### src/mqpc_pkg.sv
// constants for the mouse quadrature position counter
package mqpc_pkg;
   localparam int   COUNT_WIDTH    = 8;
   localparam int   BUTTON_COUNT   = 3;
   localparam int   AXIS_INPUTS    = 4;
   localparam int   WORD_WIDTH     = 16;
   localparam int   X_LSB          = 0;
   localparam int   Y_LSB          = 8;
   localparam int   SETTLE_CYCLES  = 4;
   localparam int   SETTLE_WIDTH   = 3;
   localparam logic [7:0] COUNT_RESET = 8'h00;
   localparam logic [7:0] COUNT_STEP  = 8'h01;
   localparam logic [2:0] SETTLE_ZERO = 3'h0;
endpackage : mqpc_pkg

### src/mqpc_shaper.sv
// de-bounce and square-wave shaping of one raw contact input
`timescale 1ns/100ps
`default_nettype none
module mqpc_shaper
   import mqpc_pkg::*;
(
   input  wire logic sys_clk,
   input  wire logic sys_rst,
   input  wire logic raw_in,
   output logic      shaped,
   output logic      rise
);
   logic                    sync_a;
   logic                    sync_b;
   logic [SETTLE_WIDTH-1:0] settle;
   logic [SETTLE_WIDTH-1:0] next_settle;
   logic                    next_shaped;
   logic                    next_rise;

   // settle counter: output follows only after a stable run
   always_comb
   begin
      next_settle = SETTLE_ZERO;
      next_shaped = shaped;
      next_rise   = 1'b0;
      if (sync_b != shaped)
      begin
         next_settle = settle + SETTLE_WIDTH'(1);
         if (settle == SETTLE_WIDTH'(SETTLE_CYCLES - 1))
         begin
            next_settle = SETTLE_ZERO;
            next_shaped = sync_b;
            next_rise   = sync_b;
         end
      end
   end

   always_ff @(posedge sys_clk)
   begin
      if (sys_rst)
      begin
         sync_a <= 1'b0;
         sync_b <= 1'b0;
         settle <= SETTLE_ZERO;
         shaped <= 1'b0;
         rise   <= 1'b0;
      end
      else
      begin
         sync_a <= raw_in;
         sync_b <= sync_a;
         settle <= next_settle;
         shaped <= next_shaped;
         rise   <= next_rise;
      end
   end
endmodule : mqpc_shaper
`default_nettype wire

### src/mqpc_top.sv
// mouse position counters, button routing and host read word
//
// Notes on behaviour
// - every raw contact and button input is synchronised and de-bounced first
// - counters step only on leading edges of the shaped distance wave
// - distance edge clocks the axis; direction level picks up or down
// - distance leading direction counts up; direction leading counts down
// - any counter change raises the movement interrupt request
// - word read strobe drives both counts together, counts not cleared
// - shaped button states go to interrupt controller and status bits
// - read word holds X in low byte, Y in high byte
`timescale 1ns/100ps
`default_nettype none
module mqpc_top
   import mqpc_pkg::*;
(
   input  wire logic                          sys_clk,
   input  wire logic                          sys_rst,
   input  wire logic                          x_distance_pulse,
   input  wire logic                          x_direction_phase,
   input  wire logic                          y_distance_pulse,
   input  wire logic                          y_direction_phase,
   input  wire logic [mqpc_pkg::BUTTON_COUNT-1:0] button_raw,
   input  wire logic                          host_word_read_strobe,
   output logic      [mqpc_pkg::WORD_WIDTH-1:0]   read_data,
   output logic                               read_valid,
   output logic                               mouse_move_irq,
   output logic      [mqpc_pkg::BUTTON_COUNT-1:0] button_to_irq_ctrl,
   output logic      [mqpc_pkg::BUTTON_COUNT-1:0] button_status
);
   import mqpc_pkg::*;

   // ------------------------------------------------------------
   // input shaping
   // ------------------------------------------------------------
   localparam int N_IN = AXIS_INPUTS + BUTTON_COUNT;
   logic [N_IN-1:0] raw_vec;
   logic [N_IN-1:0] shaped_vec;
   logic [N_IN-1:0] rise_vec;
   assign raw_vec = {button_raw, y_direction_phase, y_distance_pulse,
                     x_direction_phase, x_distance_pulse};

   genvar gi;
   generate
      for (gi = 0; gi < N_IN; gi++)
      begin : g_shape
         mqpc_shaper u_shaper
         (
            .sys_clk (sys_clk),
            .sys_rst (sys_rst),
            .raw_in  (raw_vec[gi]),
            .shaped  (shaped_vec[gi]),
            .rise    (rise_vec[gi])
         );
      end
   endgenerate

   // ------------------------------------------------------------
   // axis counters
   // ------------------------------------------------------------
   logic [COUNT_WIDTH-1:0] x_count;
   logic [COUNT_WIDTH-1:0] y_count;
   logic [COUNT_WIDTH-1:0] next_x_count;
   logic [COUNT_WIDTH-1:0] next_y_count;
   logic                   next_irq;

   // direction low at distance rise means distance led the direction wave
   function automatic logic [COUNT_WIDTH-1:0] step_count
   (
      input logic [COUNT_WIDTH-1:0] cur,
      input logic                   edge_seen,
      input logic                   dir_level
   );
      logic [COUNT_WIDTH-1:0] res;
      res = cur;
      if (edge_seen)
         res = dir_level ? cur - COUNT_STEP : cur + COUNT_STEP;
      return res;
   endfunction : step_count

   always_comb
   begin
      next_x_count = step_count(x_count, rise_vec[0], shaped_vec[1]);
      next_y_count = step_count(y_count, rise_vec[2], shaped_vec[3]);
      next_irq = rise_vec[0] | rise_vec[2];
   end

   // ------------------------------------------------------------
   // host read word and button routing
   // ------------------------------------------------------------
   logic [WORD_WIDTH-1:0] next_read_data;
   always_comb
   begin
      next_read_data = read_data;
      // both counts in one word, held until next read
      if (host_word_read_strobe)
      begin
         next_read_data[X_LSB +: COUNT_WIDTH] = x_count;
         next_read_data[Y_LSB +: COUNT_WIDTH] = y_count;
      end
   end

   always_ff @(posedge sys_clk)
   begin
      if (sys_rst)
      begin
         x_count            <= COUNT_RESET;
         y_count            <= COUNT_RESET;
         mouse_move_irq     <= 1'b0;
         read_data          <= '0;
         read_valid         <= 1'b0;
         button_to_irq_ctrl <= '0;
         button_status      <= '0;
      end
      else
      begin
         x_count            <= next_x_count;
         y_count            <= next_y_count;
         mouse_move_irq     <= next_irq;
         read_data          <= next_read_data;
         read_valid         <= host_word_read_strobe;
         button_to_irq_ctrl <= shaped_vec[N_IN-1:AXIS_INPUTS];
         button_status      <= shaped_vec[N_IN-1:AXIS_INPUTS];
      end
   end

   // ------------------------------------------------------------
   // assertions
   // ------------------------------------------------------------
   property p_read_word;
      @(posedge sys_clk) disable iff (sys_rst)
      host_word_read_strobe |=> read_valid &&
         read_data == {$past(y_count), $past(x_count)};
   endproperty
   a_read_word: assert property (p_read_word)
      else $error("read word does not hold both counts");

   property p_read_no_clear;
      @(posedge sys_clk) disable iff (sys_rst)
      (host_word_read_strobe && !rise_vec[0]) |=> x_count == $past(x_count);
   endproperty
   a_read_no_clear: assert property (p_read_no_clear)
      else $error("read disturbed the x count");

   property p_valid_pulse;
      @(posedge sys_clk) disable iff (sys_rst)
      read_valid |-> $past(host_word_read_strobe);
   endproperty
   a_valid_pulse: assert property (p_valid_pulse)
      else $error("read valid without a read strobe");

   property p_x_up;
      @(posedge sys_clk) disable iff (sys_rst)
      (rise_vec[0] && !shaped_vec[1]) |=>
         x_count == $past(x_count) + COUNT_STEP;
   endproperty
   a_x_up: assert property (p_x_up)
      else $error("x did not count up");

   property p_y_down;
      @(posedge sys_clk) disable iff (sys_rst)
      (rise_vec[2] && shaped_vec[3]) |=>
         y_count == $past(y_count) - COUNT_STEP;
   endproperty
   a_y_down: assert property (p_y_down)
      else $error("y did not count down");

   property p_no_edge_hold;
      @(posedge sys_clk) disable iff (sys_rst)
      !rise_vec[0] |=> x_count == $past(x_count);
   endproperty
   a_no_edge_hold: assert property (p_no_edge_hold)
      else $error("x moved without a leading edge");

   property p_y_hold;
      @(posedge sys_clk) disable iff (sys_rst)
      !rise_vec[2] |=> y_count == $past(y_count);
   endproperty
   a_y_hold: assert property (p_y_hold)
      else $error("y moved without a leading edge");

   property p_irq_on_move;
      @(posedge sys_clk) disable iff (sys_rst)
      (x_count != $past(x_count) || y_count != $past(y_count)) |->
         mouse_move_irq;
   endproperty
   a_irq_on_move: assert property (p_irq_on_move)
      else $error("counter moved without interrupt");

   property p_irq_only_step;
      @(posedge sys_clk) disable iff (sys_rst)
      mouse_move_irq |-> $past(rise_vec[0] | rise_vec[2]);
   endproperty
   a_irq_only_step: assert property (p_irq_only_step)
      else $error("interrupt without a counted step");

   property p_wrap;
      @(posedge sys_clk) disable iff (sys_rst)
      (rise_vec[0] && !shaped_vec[1] && x_count == '1) |=>
         x_count == COUNT_RESET;
   endproperty
   a_wrap: assert property (p_wrap)
      else $error("x count did not wrap");

   property p_wrap_down;
      @(posedge sys_clk) disable iff (sys_rst)
      (rise_vec[2] && shaped_vec[3] && y_count == COUNT_RESET) |=>
         y_count == '1;
   endproperty
   a_wrap_down: assert property (p_wrap_down)
      else $error("y count did not wrap below zero");

   property p_buttons;
      @(posedge sys_clk) disable iff (sys_rst)
      ##1 button_status == $past(shaped_vec[N_IN-1:AXIS_INPUTS]) &&
         button_to_irq_ctrl == button_status;
   endproperty
   a_buttons: assert property (p_buttons)
      else $error("button routing mismatch");

   property p_settle;
      @(posedge sys_clk) disable iff (sys_rst)
      $rose(shaped_vec[0]) |-> $past(x_distance_pulse, 5);
   endproperty
   a_settle: assert property (p_settle)
      else $error("distance edge taken without settling");

   c_x_up:   cover property (@(posedge sys_clk) rise_vec[0] && !shaped_vec[1]);
   c_x_down: cover property (@(posedge sys_clk) rise_vec[0] && shaped_vec[1]);
   c_read:   cover property (@(posedge sys_clk) host_word_read_strobe);
   c_both:   cover property (@(posedge sys_clk) rise_vec[0] && rise_vec[2]);
endmodule : mqpc_top
`default_nettype wire

### config.mk
export PLATFORM = sky130hd
export DESIGN_NAME = mqpc_top
export DESIGN_NICKNAME = d
export VERILOG_FILES = /design/src/mqpc_pkg.sv /design/src/mqpc_shaper.sv /design/src/mqpc_top.sv
export SDC_FILE = /design/constraint.sdc
export NUM_CORES = 1
export LEC_CHECK = 0
export BUFFER_PORTS_ARGS = -buffer_cell sky130_fd_sc_hd__buf_2
export CAP_MARGIN = 20
export CORE_MARGIN = 2
export CORE_UTILIZATION = 58
export CTS_BUF_LIST = sky130_fd_sc_hd__clkbuf_16
export CTS_CLUSTER_SIZE = 10
export DETAILED_ROUTE_END_ITERATION = 10
export PLACE_DENSITY = 0.78
export SKIP_CTS_REPAIR_TIMING = 1
export SLEW_MARGIN = 20
export SYNTH_ARGS = -nofsm -noshare
export SYNTH_HDL_FRONTEND = slang
export SYNTH_SLANG_ARGS = --single-unit
### constraint.sdc
create_clock -name sys_clk -period 2.1 [get_ports sys_clk]
set_input_delay 0.21 -clock sys_clk [delete_from_list [all_inputs] [get_ports sys_clk]]
set_output_delay 0.21 -clock sys_clk [all_outputs]
set_load 0.02 [all_outputs]
==> metrics.log <==
INFO  metric placement_rows = 27
INFO  metric fin_total_pwr = 3.25 mW
INFO  metric crit_arrival = 2.17 ns
INFO  metric worst_setup_sp_type = flop
INFO  metric met2WireLength = 2700 um
INFO  metric tritoncts = yes
INFO  metric yosys_warnings = 0
INFO  metric pin_count_of_the_biggest_net_entering_global_routing = 53
INFO  metric post_synth_num_cell_types = 44
INFO  metric result_of_the_run = finished clean
INFO  metric wl = 5580 um
INFO  metric timing.hold.worst.class = input pin to flop
INFO  metric postLayoutCellArea = 3940 um2
INFO  metric antenna_violations_before_repair = 0
INFO  metric worstHoldPathCells = 2
INFO  metric utilization = 70.3%
INFO  metric dpl.hpwl = 3830 um
INFO  metric critical_path_peak_fanout = 6
INFO  metric ff2ff_path_depth = 7
INFO  metric synth.net_count = 382
INFO  metric num-nets-final = 415
INFO  metric synthesis.area_per_instance = 9.94 um2
INFO  metric placed_area = 3630 um2
INFO  metric ant_nets = 0
INFO  metric grt.overflow.total = 0
INFO  metric dr_wl_met3 = 241 um
INFO  metric final_cells = 453
INFO  metric worst_slack = 0.196 ns
INFO  metric track_usage = 20.0%
INFO  metric setup_viol_count_final = 0
INFO  metric number_of_global_route_vias_before_repair = 2210
INFO  metric ys_seq_elements = 81
INFO  metric antenna_cells_inserted = 0
INFO  metric dp_worst_setup_slack = 0.113 ns
INFO  metric power_per_cell_area = 823 nW/um2
INFO  metric max-cap-violations = 0
INFO  metric yosysTopAreaCell = dfxtp_1
INFO  metric worst_clock_skew = 0.00613 ns
INFO  metric deepest_clock_path_buffer_count = 2
INFO  metric grt_first_pass_wirelength = 9890 um
INFO  metric globalplace.congestion = 0.801
INFO  metric clock_sinks = 81
INFO  metric clk-insertion-delay-late = 0.33 ns
INFO  metric finalMaxSlewViolations = 0
INFO  metric syn-instance-count = 344
INFO  metric hold-worst-slack = 0.0866 ns
INFO  metric critPathCaptureType = flop
INFO  metric io_buffers = 33
INFO  metric total_leakage_power = 1.72 nW
INFO  metric layout.cells.most_common_list = dfxtp_1 (80), nor2_1 (60), buf_2 (33), mux2i_1 (30), ha_1 (26)
INFO  metric worst_ir_drop_vdd = 0.483 mV
INFO  metric cts.root.buffer_cell = clkbuf_16
INFO  metric worst_setup_hold_path_clk_slew = 0.06 ns
INFO  metric die_height = 80.8 um
INFO  metric slew_headroom = 42.3%
INFO  metric synth_top_area_share = 47.4%
INFO  metric rsz_0062_raised_after_global_routing = no
INFO  metric highest_layer = met4
INFO  metric cts_htree_levels = 3
INFO  metric final.period_utilization = 90.6%
INFO  metric synth.cell_area = 3420 um2
INFO  metric detail_route.drc_violations = 0
INFO  metric initial_core_util = 61.0%
INFO  metric layout_commonest_cell = dfxtp_1
INFO  metric drtPass1Iterations = 4
INFO  metric numCtsBuffers = 9
INFO  metric worstMarginPinSlew = 0.866 ns
INFO  metric drt_iter0_markers = 133
INFO  metric fin_crit = 1.90 ns
INFO  metric timing.final.hold_violations = 0
INFO  metric core = 5610 um2
INFO  metric ioPinCount = 34
INFO  metric wirelength_per_cell = 12.3 um
INFO  metric postSynth.asyncResetShare = 0%
INFO  metric place.detailed.instances = 438
INFO  metric ys_dominant_reg_cell = dfxtp_1
INFO  metric routed_vias_inst = 5.15
INFO  metric met1_length = 2570 um
INFO  metric worst-setup-path-type = flop to flop
INFO  metric fmaxAchievable = 525 MHz
INFO  metric chipWidth = 80.8 um
INFO  metric synthTopCellsByArea = dfxtp_1 (47%), ha_1 (9.5%), mux2i_1 (8.8%)
INFO  metric finalSetupTns = 0 ns
INFO  metric dieArea = 6520 um2
INFO  metric worstPathRequired = 2.37 ns
INFO  metric syn_to_final_growth = 15.3%
INFO  metric num_vias = 2334
INFO  metric synth-edff-count = 0
INFO  metric layout-drive-gt1-share = 16.3%
INFO  metric synth.yosys.seq_area_share = 47.4%
INFO  metric n_fill_cell = 451
-- kinds of logic after synthesis --
group / count (synthesis) / synth area share [%]
AOI/OAI and AO/OA: 32 / 6.84
and+or+nand+nor: 123 / 17.9
buffers and inverters: 34 / 4.21
muxes: 31 / 9.11
DFF: 81 / 47.4
adders and majority gates: 28 / 10.7
xor gates and xnor gates: 15 / 3.84
-- registers in the layout (all words and copies together) (netlist names) --
signal,cells
read_valid,1
g_shape.u_shaper.shaped,7
x_count,8
read_data,16
y_count,8
button_status,3
mouse_move_irq,1
g_shape.u_shaper.settle,21
g_shape.u_shaper.sync_b,7
g_shape.u_shaper.rise,2
g_shape.u_shaper.sync_a,7
-- final cells by class --
type	instances	area [um2]	share of cell area, %
Multi-Input combinational cell	229	1650	41.9
Clock buffer	9	225	5.71
Sequential cell	81	1620	41.2
Timing Repair Buffer	37	195	4.95
Tap cell	72	90.1	2.28
Inverter	19	71.3	1.81
Clock inverter	6	85.1	2.16
-- critical path, cell delays in order (launching register included) --
cell and delay (ns):
dfxtp_1 0.45, inv_1 0.14, fa_1 0.42, nor2b_1 0.13, o21a_2 0.16, o21bai_1 0.09
a2111o_1 0.37, nand3_1 0.08
-- metal layers --
| layer | global-route usage (%) | up-vias |
|---|---|---|
| met5 | 0 | - |
| met4 | 8.31 | 0 |
| met3 | 5.67 | 6 |
| met2 | 33.3 | 37 |
| met1 | 24.3 | 1075 |
| li1 | - | 1216 |
-- path summary, 6_finish.rpt --
check,end,slack [ns],startpoint
min,g_shape[5].u_shaper.sync_a,0.09,button_raw[1]
max,y_count[6],0.20,g_shape[3].u_shaper.shaped
min reg2reg,g_shape[1].u_shaper.settle[0],0.42,g_shape[1].u_shaper.settle[0]
max reg2reg,y_count[6],0.20,g_shape[3].u_shaper.shaped
-- power by group --
part | leakage, nW | internal, mW | switching (mW)
logic | 0.912 | 0.0304 | 0.0423
registers | 0.657 | 1.55 | 0.00724
clock network | 0.153 | 1.03 | 0.582
-- cell usage after synthesis, drive strengths merged (2+ instances only) --
master / count
a21oi: 11
a211oi: 3
nand3: 5
inv: 19
buf: 8
nor3: 2
xor2: 2
or3: 7
nand2b: 3
o21ai: 4
o21bai: 2
a21o: 3
nand2: 12
fa: 2
nor3b: 5
mux2i: 30
and3: 2
a31oi: 3
ha: 26
clkbuf: 7
nor2: 60
nor2b: 20
nor4bb: 2
dfxtp: 81
xnor2: 13
(Power assumes the default switching activity.)
